<file path="src/common/phy_status_cfg.svh">
`ifndef PHY_STATUS_CFG_SVH
`define PHY_STATUS_CFG_SVH

// Register indices; the APB byte address is four times the index.
`define QSTAT_IDX 8'h10
`define FCC_IDX 8'h14
`define REC_IDX 8'h15
`define ANX_IDX 8'h06
`define TEN_IDX 8'h0a
`define ISTAT_IDX 8'h18
`define IEN_IDX 8'h19
`define ICLR_IDX 8'h1a

// APB address width and word alignment.
`define PADDR_W 8
`define WORD_LSB 2

// Field positions inside the quick status word.
`define QS_RSVD_HI 15
`define QS_RSVD_LO 14
`define QS_RXERR_BIT 13
`define QS_POL_BIT 12
`define QS_FC_BIT 11
`define QS_SD_BIT 10
`define QS_LOCK_BIT 9
`define QS_PAGE_BIT 8

// Field positions in the mirrored source registers.
`define TEN_POL_BIT 4
`define ANX_PAGE_BIT 1

// Interrupt status, enable and clear layout.
`define IRQ_W 6
`define IRQ_RXERR 0
`define IRQ_FC 1
`define IRQ_POL 2
`define IRQ_SDLOST 3
`define IRQ_LOCKLOST 4
`define IRQ_PAGE 5

// Reset values.
`define DATA_RST 32'h0000_0000
`define IRQ_RST 6'h00

`endif

</file>
<file path="src/common/phy_status_pkg.sv">
package phy_status_pkg;

    // Which register an APB address selects.
    typedef enum {
        SEL_NONE,
        SEL_QSTAT,
        SEL_FCC,
        SEL_REC,
        SEL_ANX,
        SEL_TEN,
        SEL_ISTAT,
        SEL_IEN,
        SEL_ICLR
    } reg_sel_t;

endpackage

</file>
<file path="src/rtl/in_sync.sv">
module in_sync #(
    parameter int WIDTH = 1
) (
    // Clock and reset.
    input wire logic pclk,
    input wire logic presetn,
    // Asynchronous levels in, filtered levels out.
    input wire logic [WIDTH-1:0] async_in,
    output logic [WIDTH-1:0] sync_out
);

    typedef struct packed {
        logic [WIDTH-1:0] s1;
        logic [WIDTH-1:0] s2;
        logic [WIDTH-1:0] s3;
        logic [WIDTH-1:0] out;
    } sync_state_t;

    sync_state_t state_r;
    sync_state_t state_nxt;

    // A zero width would leave nothing to synchronise.
    if (WIDTH < 1)
    begin : g_bad_width
        $error("in_sync WIDTH must be at least one");
    end

    // Each bit updates only when the second and third stages agree.
    always_comb
    begin
        state_nxt = state_r;
        state_nxt.s1 = async_in;
        state_nxt.s2 = state_r.s1;
        state_nxt.s3 = state_r.s2;
        for (int i = 0; i < WIDTH; i++)
        begin
            if (state_r.s2[i] == state_r.s3[i])
            begin
                state_nxt.out[i] = state_r.s3[i];
            end
        end
    end

    // The first stage feeds only the second one, as metastability demands.
    always_ff @(posedge pclk or negedge presetn)
    begin
        if (!presetn)
        begin
            state_r <= '0;
        end
        else
        begin
            state_r <= state_nxt;
        end
    end

    assign sync_out = state_r.out;

endmodule

</file>
<file path="src/rtl/phy_status_upper_bits.sv">
// Overview of operation
// Quick status bits 15 and 14 always read zero; writes to them are dropped.
// Bit 13 latches on receive error, cleared only by reading receive error counter.
// Bit 12 mirrors ten meg polarity bit 4; cleared only by that register's read.
// Bit 11 latches on false carrier, cleared only by reading false carrier counter.
// Bit 10 gives 100 Mb/s signal detect latched low, reset value zero.
// Bit 9 gives 100 Mb/s descrambler lock latched low, reset value zero.
// Bit 8 mirrors expansion page received; only expansion register read clears it.
// Page received flag sets on link code word, clears on expansion read.
// A dropped latched-low bit stays zero until quick status read, then follows live.
`include "phy_status_cfg.svh"

module phy_status_upper_bits #(
    parameter int CNT_W = 8
) (
    // Clock and reset.
    input wire logic pclk,
    input wire logic presetn,
    // APB slave.
    input wire logic psel,
    input wire logic penable,
    input wire logic pwrite,
    input wire logic [`PADDR_W-1:0] paddr,
    input wire logic [31:0] pwdata,
    output logic [31:0] prdata,
    output logic pready,
    output logic pslverr,
    // Event pulses from logic on this clock.
    input wire logic rx_error_evt,
    input wire logic false_carrier_evt,
    input wire logic page_code_word_evt,
    // Live levels from the analog front end, asynchronous.
    input wire logic polarity_inverted,
    input wire logic signal_detect,
    input wire logic descrambler_lock,
    // Interrupt.
    output logic irq
);

    typedef struct packed {
        logic pready;
        logic pslverr;
        logic [31:0] prdata;
        logic rxerr_latch;
        logic fc_latch;
        logic pol_latch;
        logic sd_ll;
        logic lock_ll;
        logic page_rx;
        logic [CNT_W-1:0] rxerr_cnt;
        logic [CNT_W-1:0] fc_cnt;
        logic [`IRQ_W-1:0] irq_stat;
        logic [`IRQ_W-1:0] irq_en;
        logic irq;
    } state_t;

    state_t state_r;
    state_t state_nxt;

    logic pol_live;
    logic sd_live;
    logic lock_live;
    logic access;
    logic done;
    logic rd_qstat;
    logic rd_fcc;
    logic rd_rec;
    logic rd_anx;
    logic rd_ten;
    phy_status_pkg::reg_sel_t rd_sel;
    phy_status_pkg::reg_sel_t wr_sel;

    // Counters must fit the 32-bit data word.
    if (CNT_W < 1 || CNT_W > 32)
    begin : g_bad_cnt
        $error("CNT_W must lie between 1 and 32");
    end

    // Maps an APB byte address to a register; misaligned addresses map nowhere.
    function automatic phy_status_pkg::reg_sel_t decode(input logic [`PADDR_W-1:0] a);
        logic [`PADDR_W-1:0] idx;
        idx = a >> `WORD_LSB;
        if (a[`WORD_LSB-1:0] != '0)
        begin
            return phy_status_pkg::SEL_NONE;
        end
        case (idx)
            `QSTAT_IDX: return phy_status_pkg::SEL_QSTAT;
            `FCC_IDX: return phy_status_pkg::SEL_FCC;
            `REC_IDX: return phy_status_pkg::SEL_REC;
            `ANX_IDX: return phy_status_pkg::SEL_ANX;
            `TEN_IDX: return phy_status_pkg::SEL_TEN;
            `ISTAT_IDX: return phy_status_pkg::SEL_ISTAT;
            `IEN_IDX: return phy_status_pkg::SEL_IEN;
            `ICLR_IDX: return phy_status_pkg::SEL_ICLR;
            default: return phy_status_pkg::SEL_NONE;
        endcase
    endfunction

    // Saturating increment, so a long burst never wraps back to a small count.
    function automatic logic [CNT_W-1:0] sat_inc(input logic [CNT_W-1:0] c);
        if (c == '1)
        begin
            return c;
        end
        return c + 1'b1;
    endfunction

    // Front-end levels come from another timing domain.
    in_sync #(
        .WIDTH(3)
    ) u_sync (
        .pclk(pclk),
        .presetn(presetn),
        .async_in({polarity_inverted, signal_detect, descrambler_lock}),
        .sync_out({pol_live, sd_live, lock_live})
    );

    // The first access cycle takes a read and its side effects; a write
    // lands at the completing edge, where the master samples pready high.
    assign access = psel && penable && !state_r.pready;
    assign done = psel && penable && state_r.pready;
    assign rd_sel = decode(paddr);
    assign wr_sel = decode(paddr);
    assign rd_qstat = access && !pwrite && rd_sel == phy_status_pkg::SEL_QSTAT;
    assign rd_fcc = access && !pwrite && rd_sel == phy_status_pkg::SEL_FCC;
    assign rd_rec = access && !pwrite && rd_sel == phy_status_pkg::SEL_REC;
    assign rd_anx = access && !pwrite && rd_sel == phy_status_pkg::SEL_ANX;
    assign rd_ten = access && !pwrite && rd_sel == phy_status_pkg::SEL_TEN;

    // Next-state logic; in every latch the clear comes first so that an
    // event in the clearing cycle still sets the bit.
    always_comb
    begin
        logic [`IRQ_W-1:0] ev;
        logic [`IRQ_W-1:0] clr;
        logic [31:0] rd;
        ev = '0;
        clr = '0;
        rd = `DATA_RST;
        state_nxt = state_r;

        // Receive error latch and its counter.
        if (rd_rec)
        begin
            state_nxt.rxerr_latch = 1'b0;
            state_nxt.rxerr_cnt = '0;
        end
        if (rx_error_evt)
        begin
            state_nxt.rxerr_latch = 1'b1;
            state_nxt.rxerr_cnt = sat_inc(state_nxt.rxerr_cnt);
            ev[`IRQ_RXERR] = 1'b1;
        end

        // False carrier latch and its counter.
        if (rd_fcc)
        begin
            state_nxt.fc_latch = 1'b0;
            state_nxt.fc_cnt = '0;
        end
        if (false_carrier_evt)
        begin
            state_nxt.fc_latch = 1'b1;
            state_nxt.fc_cnt = sat_inc(state_nxt.fc_cnt);
            ev[`IRQ_FC] = 1'b1;
        end

        // Polarity stays flagged while the pair is still inverted at the read.
        if (rd_ten)
        begin
            state_nxt.pol_latch = 1'b0;
        end
        if (pol_live)
        begin
            state_nxt.pol_latch = 1'b1;
            ev[`IRQ_POL] = !state_r.pol_latch;
        end

        // Latched-low indications; a read re-arms them onto the live level.
        if (rd_qstat)
        begin
            state_nxt.sd_ll = sd_live;
            state_nxt.lock_ll = lock_live;
        end
        else
        begin
            state_nxt.sd_ll = state_r.sd_ll && sd_live;
            state_nxt.lock_ll = state_r.lock_ll && lock_live;
        end
        ev[`IRQ_SDLOST] = state_r.sd_ll && !state_nxt.sd_ll;
        ev[`IRQ_LOCKLOST] = state_r.lock_ll && !state_nxt.lock_ll;

        // Page received: a quick status read deliberately leaves it alone.
        if (rd_anx)
        begin
            state_nxt.page_rx = 1'b0;
        end
        if (page_code_word_evt)
        begin
            state_nxt.page_rx = 1'b1;
            ev[`IRQ_PAGE] = 1'b1;
        end

        // Read multiplexer; the upper reserved bits are never assigned.
        case (rd_sel)
            phy_status_pkg::SEL_QSTAT:
            begin
                rd[`QS_RXERR_BIT] = state_r.rxerr_latch;
                rd[`QS_POL_BIT] = state_r.pol_latch;
                rd[`QS_FC_BIT] = state_r.fc_latch;
                rd[`QS_SD_BIT] = state_r.sd_ll;
                rd[`QS_LOCK_BIT] = state_r.lock_ll;
                rd[`QS_PAGE_BIT] = state_r.page_rx;
            end
            phy_status_pkg::SEL_FCC: rd[CNT_W-1:0] = state_r.fc_cnt;
            phy_status_pkg::SEL_REC: rd[CNT_W-1:0] = state_r.rxerr_cnt;
            phy_status_pkg::SEL_ANX: rd[`ANX_PAGE_BIT] = state_r.page_rx;
            phy_status_pkg::SEL_TEN: rd[`TEN_POL_BIT] = state_r.pol_latch;
            phy_status_pkg::SEL_ISTAT: rd[`IRQ_W-1:0] = state_r.irq_stat;
            phy_status_pkg::SEL_IEN: rd[`IRQ_W-1:0] = state_r.irq_en;
            default: rd = `DATA_RST;
        endcase

        // Bus answer: one wait state, then a one-cycle pready.
        state_nxt.pready = access;
        state_nxt.pslverr = access && rd_sel == phy_status_pkg::SEL_NONE;
        state_nxt.prdata = (access && !pwrite) ? rd : `DATA_RST;

        // Writes; status, counters and mirrors are read only and drop data.
        if (done && pwrite)
        begin
            case (wr_sel)
                phy_status_pkg::SEL_IEN: state_nxt.irq_en = pwdata[`IRQ_W-1:0];
                phy_status_pkg::SEL_ICLR: clr = pwdata[`IRQ_W-1:0];
                default: clr = '0;
            endcase
        end

        // Sticky interrupt status, with the set winning over the clear.
        state_nxt.irq_stat = (state_r.irq_stat & ~clr) | ev;
        state_nxt.irq = |(state_nxt.irq_stat & state_nxt.irq_en);
    end

    // All state in one register; reset gives constants only.
    always_ff @(posedge pclk or negedge presetn)
    begin
        if (!presetn)
        begin
            state_r <= '0;
        end
        else
        begin
            state_r <= state_nxt;
        end
    end

    assign prdata = state_r.prdata;
    assign pready = state_r.pready;
    assign pslverr = state_r.pslverr;
    assign irq = state_r.irq;

    // Reserved quick status bits never reach the bus.
    a_reserved_zero: assert property (@(posedge pclk) disable iff (!presetn)
        rd_qstat |=> prdata[`QS_RSVD_HI:`QS_RSVD_LO] == 2'h0 && prdata[31:16] == 16'h0000)
        else $error("reserved quick status bits read non-zero");

    // A receive error shows up in the next quick status word.
    a_rxerr_set: assert property (@(posedge pclk) disable iff (!presetn)
        rx_error_evt |=> state_r.rxerr_latch && state_r.irq_stat[`IRQ_RXERR])
        else $error("receive error did not latch");

    // Only a receive error counter read may drop the receive error latch.
    a_rxerr_hold: assert property (@(posedge pclk) disable iff (!presetn)
        state_r.rxerr_latch && !rd_rec |=> state_r.rxerr_latch)
        else $error("receive error latch dropped without counter read");

    // Quick status bit 12 reads back the polarity latch as it stood in the access cycle.
    a_pol_mirror: assert property (@(posedge pclk) disable iff (!presetn)
        rd_qstat ##1 (psel && penable && pready) |-> prdata[`QS_POL_BIT] == $past(state_r.pol_latch))
        else $error("polarity mirror differs from its latch");

    // Polarity latch survives everything but a ten meg register read.
    a_pol_hold: assert property (@(posedge pclk) disable iff (!presetn)
        state_r.pol_latch && !rd_ten |=> state_r.pol_latch)
        else $error("polarity bit cleared without ten meg read");

    // A clean false carrier counter read clears both the latch and the count.
    a_fc_clear: assert property (@(posedge pclk) disable iff (!presetn)
        rd_fcc && !false_carrier_evt |=> !state_r.fc_latch ##0 state_r.fc_cnt == '0)
        else $error("false carrier read did not clear latch and count");

    // A dropped signal detect stays low until the quick status read.
    a_sd_low_hold: assert property (@(posedge pclk) disable iff (!presetn)
        !state_r.sd_ll && !rd_qstat |=> !state_r.sd_ll)
        else $error("signal detect rose without a quick status read");

    // After a quick status read the lock indication re-arms and follows live.
    a_lock_rearm: assert property (@(posedge pclk) disable iff (!presetn)
        rd_qstat |=> state_r.lock_ll == $past(lock_live))
        else $error("lock indication did not re-arm on read");

    // Page received is untouched by quick status reads.
    a_page_kept: assert property (@(posedge pclk) disable iff (!presetn)
        state_r.page_rx && !rd_anx |=> state_r.page_rx)
        else $error("page received cleared without expansion read");

    // A link code word sets page received within one cycle.
    a_page_set: assert property (@(posedge pclk) disable iff (!presetn)
        page_code_word_evt |=> state_r.page_rx && state_r.irq_stat[`IRQ_PAGE])
        else $error("link code word did not set page received");

    // Pready is a single-cycle answer two cycles after the setup phase.
    a_ready_pulse: assert property (@(posedge pclk) disable iff (!presetn)
        psel && !penable ##1 psel && penable |=> pready ##1 !pready)
        else $error("pready timing broken");

endmodule

</file>
<file path="config.mk">
export PLATFORM = sky130hd
export DESIGN_NAME = phy_status_upper_bits
export DESIGN_NICKNAME = d
export VERILOG_FILES = /design/src/common/phy_status_pkg.sv /design/src/rtl/in_sync.sv /design/src/rtl/phy_status_upper_bits.sv
export VERILOG_INCLUDE_DIRS = /design/src /design/src/common
export SDC_FILE = /design/constraint.sdc
export NUM_CORES = 1
export LEC_CHECK = 0
export ABC_CLOCK_PERIOD_IN_PS = 5600
export BUFFER_PORTS_ARGS = -buffer_cell sky130_fd_sc_hd__buf_2
export CORE_MARGIN = 2
export CORE_UTILIZATION = 55
export CTS_BUF_LIST = sky130_fd_sc_hd__clkbuf_4
export CTS_CLUSTER_DIAMETER = 200
export DETAILED_ROUTE_END_ITERATION = 8
export PLACE_DENSITY = 0.83
export SYNTH_ARGS = -nofsm -noshare
export SYNTH_HDL_FRONTEND = slang
export SYNTH_SLANG_ARGS = --single-unit
</file>
<file path="constraint.sdc">
create_clock -name pclk -period 5.6 [get_ports pclk]
set_clock_uncertainty 0.1 [all_clocks]
set_input_delay 1.4 -clock pclk [delete_from_list [all_inputs] [get_ports pclk]]
set_output_delay 1.4 -clock pclk [all_outputs]
set_load 0.005 [all_outputs]
</file>
---- Word level (Yosys, flattened, before mapping) ----
Memories as Yosys holds them, arrays and structs flattened.
Cells that the tools add are included.
storage, ports and cells
  register bits after elaboration ......... 63
  ROM bits ................................ 256
  word-level logic and storage cells ...... 117
  output and inout bits ................... 35
  bits in writable memories ............... 0
  memories ................................ 2
  latch bits .............................. 0
  bits of input ports ..................... 51
memory list
  name              depth  bits a word  read ports  clocked after Yosys merged registers in  wr ports  RTL line                     text
  (name not given)  32     4            1           0                                        0         phy_status_upper_bits.sv:87  case (idx)
  (name not given)  32     4            1           0                                        0         phy_status_upper_bits.sv:87
operators by class
  $mul .................................... 0
  bitwise logic cells ..................... 4
  shift operators ......................... 0
  multiplexer cells ....................... 42
  order comparisons ....................... 0
  reduce and logical (&&, ||, !) cells .... 28
  add/sub/neg operators ................... 2
  equal/unequal tests ..................... 19
  divide/modulo/power cells ............... 0
operator list
  cell                                                               count
  32-bit by 3-bit == test with 1-bit output (second input constant)  7
  32-bit two-way mux                                                 4
  32-bit by 2-bit == test with 1-bit output (second input constant)  3
  32-bit by 4-bit == test with 1-bit output (second input constant)  3
  8-bit two-way mux                                                  8
  32-bit by 1-bit == test with 1-bit output (second input constant)  1
  32-bit logical NOT                                                 1
  6-bit two-way mux                                                  5
  1-bit two-way mux                                                  17
  8-bit by 1-bit adder with 8-bit output (second input constant)     2
  8-bit == test (second input constant)                              2
  1-bit logical AND                                                  15
  14-bit two-way mux                                                 1
  6-bit AND                                                          2
  1-bit one-hot mux with 5 select lines                              2
  2-bit nonzero test                                                 5
  1-bit one-hot mux with 4 select lines                              2
  2-bit one-hot mux with 4 select lines                              1
  6-bit inverter                                                     1
  6-bit bitwise OR                                                   1
  6-bit OR reduction                                                 1
  1-bit logical NOT                                                  5
  2-bit one-hot mux with 2 select lines                              1
  1-bit == test                                                      3
  other kinds (2)                                                    2

---- Depth between registers and ports, before layout ----
  word-level depth ........................ 11
  depth in mapped cells ................... 7
  depth with buffers taken out ............ 5

---- Hierarchy ----
From an unflattened synthesis, not the netlist that was laid out.
unflattened totals
  cell total of the unflattened synthesis .. 276
  area, all modules ....................... 3084.2 µm²
modules (own cells, without submodules)
  module                 times used  area an instance (µm²)  sequential area each (µm²)  cells each
  phy_status_upper_bits  1           2727.6                  1276.2                      258
  in_sync                1           356.6                   300.3                       18

---- Worst setup path before layout ----
Ideal clock, no wire load.
  path kind ............................... input -> register
  start ................................... input paddr[7]
  end ..................................... register state_r (netlist bit irq)
  setup time .............................. 134 ps
  arrival time ............................ 2974 ps
  slack ................................... 2392 ps
  data required time ...................... 5366 ps
  stages .................................. 6
  path buffers ............................ 1
  cells stage by stage .................... or3_1 -> buf_6 -> nor4_4 -> mux2_2 -> a22oi_1 -> nand4_1
RTL lines
  item                  RTL line                      text
  start, declared       phy_status_upper_bits.sv:23   input wire logic [`PADDR_W-1:0] paddr,
  end signal, assigned  phy_status_upper_bits.sv:254  state_r <= state_nxt;
  end, declared         phy_status_upper_bits.sv:57   state_t state_r;

==> results.json <==
{
  "wire_per_inst_microns": 15.42,
  "synth_top_family_by_area": "simple AND/OR/NAND/NOR gates",
  "drt_iter0_markers": 250,
  "cts.repair.resized": 0,
  "insertion_delay_ns": 0.40,
  "synth_area_leaders": "dfrtp_1, buf_4, mux2i_1",
  "worst_ep_required_time_ns": 5.80,
  "max_freq_mhz": 309.2,
  "synthTopCellsByCount": "dfrtp_1, buf_4, nor2_1",
  "ys_warn_count": 0,
  "vias": 2226,
  "worstSetupPathType": "in -> reg",
  "async_reset_ff_share_pct": 100.0,
  "clkSinkCount": 63,
  "drc": 0,
  "cp-end-kind": "flop",
  "path_buf_inv": 1,
  "portBuffers": 41,
  "cts_tree": "built",
  "htreeDepth": 3,
  "max_stage_delay_ns": 0.65,
  "dr.pass1.iters": 4,
  "die_height_microns": 78.89,
  "synth-xor-area-share_pct": 1.988,
  "routed_wl_microns": 6108,
  "synthFlopType": "dfrtp_1",
  "timing.max_cap.violations": 0,
  "postCtsSetupBuffers": 0,
  "yosys.area_share.adder_pct": 0.9736,
  "initial_core_util_pct": 56.36,
  "multi_input_area_sq_um": 1256,
  "arrival_ns": 3.43,
  "fp.dieArea_sq_um": 6223,
  "final_layout_size_suffix_gt1_share_pct": 19.75,
  "path_clk_slew_ns": 0.10,
  "antenna_found_initial": 0,
  "slew_viol_final": 0,
  "numCtsBuffers": 9,
  "hold_buffers": 0,
  "grt_max_degree": 64,
  "synthSimpleGateAreaFrac_pct": 19.39,
  "fp-row-count": 27,
  "min_period_ns": 3.234,
  "fin_area_sq_um": 3272,
  "whs_ns": 0.2562,
  "hp-class": "reg -> reg",
  "ir_worst_vdd_mv": 0.1274,
  "fp.dieW_microns": 78.89,
  "syn_avg_cell_area_sq_um": 10.64,
  "grt_overflow": 0,
  "tightest_slew_ns": 0.8893,
  "finalSetupViolations": 0,
  "io_pins": 86,
  "final_util_pct": 59.79,
  "core_area_sq_um": 5473,
  "fin_nets": 372,
  "synth_compound_area_share_pct": 10.10,
  "seq_area_frac_synth_pct": 51.12,
  "relSlewSlack_pct": 39.96,
  "syn_inst": 290,
  "regArea_sq_um": 1577,
  "total_power_uw": 982.9,
  "cts.path.max_buffers": 2,
  "synth_edf_count": 0,
  "gp_congestion": 0.9227,
  "p_leak_uw": 0.001543,
  "grt_pass1_wl_microns": 9977,
  "ant_nets": 0,
  "nFillCells": 479,
  "grt_pass1_vias": 2129,
  "synth_mux_area_share_pct": 6.085,
  "synth_cell_types": 56,
  "tns_ns": 0,
  "area_growth_pct": 6.085,
  "cp_slowest_cell": "nor2_1",
  "viasPerCell": 5.621,
  "synth_top_area_cell": "dfrtp_1",
  "cp-start-kind": "primary input",
  "period_share_pct": 57.75,
  "status": "complete, no violations",
  "p_per_area_nw_per_um2": 300.4,
  "place_area_sq_um": 3177,
  "place_hpwl_microns": 4343,
  "cp_top_family": "simple AND/OR/NAND/NOR gates",
  "worstPathCellList": "buf_2 > nor3_2 > nand3_1 > nor2_1 > nor2b_1 > o22a_1",
  "ys_seq_elements": 63,
  "cts_root_buf": "clkbuf_4",
  "synth_most_common_cell": "dfrtp_1",
  "netlist_area_sq_um": 3084,
  "hold_viol": 0,
  "n_antenna_cell": 0,
  "critPathMaxFanout": 10,
  "rsz0062_at_grt": "false",
  "track_usage_pct": 21.34,
  "synth_top_area_share_pct": 51.12
}
area by class of cell:
cell class,instances,share of cell area (%)
clock buffers,9,2.065
clock inverters,5,0.8413
inverters,11,1.262
multi-input cells,194,38.39
flip-flops and latches,63,48.18
well taps,72,2.753
repair buffers,42,6.501
sequential cells by signal, summed over array words and instances, names as in the netlist:
signal            flops
prdata               14
u_sync.sync_out       3
state_r              34
pready                1
u_sync.state_r        3
pslverr               1
irq                   1
u_sync.state_nxt      6
per-layer routing:
metal / GRT usage, % / share of wire [%]
met5: 0 / 0
met2: 34.10 / 48
met3: 3.182 / 5.7
met4: 14.48 / 3.9
met1: 26.93 / 42
through the flow:
stage          setup WS [ns]  std cells
2_1_floorplan          2.392        307
3_3_place_gp           2.046        382
3_5_place_dp           2.007        382
4_1_cts                2.435        396
5_1_grt                2.226        396
6_report               2.366        396
layout by cell type (no fill, tap or decap), drive strengths merged, types with 9 or more instances in the layout:
cell type	count
nor2	22
mux2i	12
dfrtp	63
nand2	10
nor3	9
buf	42
clkbuf	9
nand3	9
inv	11
conb	18
final timing paths:
path,to,slack [ns],start,cells past startpoint
max in group asynchronous,u_sync.sync_out[1]$_DFFE_PN0N_,3.85,presetn,2
min in group asynchronous,state_r[14]$_DFF_PN0_,1.05,presetn,2
worst max register to register,state_r[13]$_DFF_PN0_,3.24,pready$_DFF_PN0_,5
worst max-delay path,state_r[13]$_DFF_PN0_,2.37,paddr[7],6
worst min-delay path,u_sync.state_nxt[5]$_DFF_PN0_,0.26,u_sync.state_nxt[8]$_DFF_PN0_,0
worst min register to register,u_sync.state_nxt[5]$_DFF_PN0_,0.26,u_sync.state_nxt[8]$_DFF_PN0_,0
where the power goes:
group,internal [uW],total [uW],switching [uW]
Clock,82.4,236,154
Combinational,79.4,171,91.6
Sequential,510,576,66.0
cell families after synthesis:
logic type,count (synthesis)
flip-flops,63
multiplexers,18
other,1
AO/OA/AOI/OAI,45
AND/OR/NAND/NOR,103
XOR/XNOR,7
adder cells (fa/ha/maj),3
buffers and inverters,50
Power figures use the tool's default switching activity.
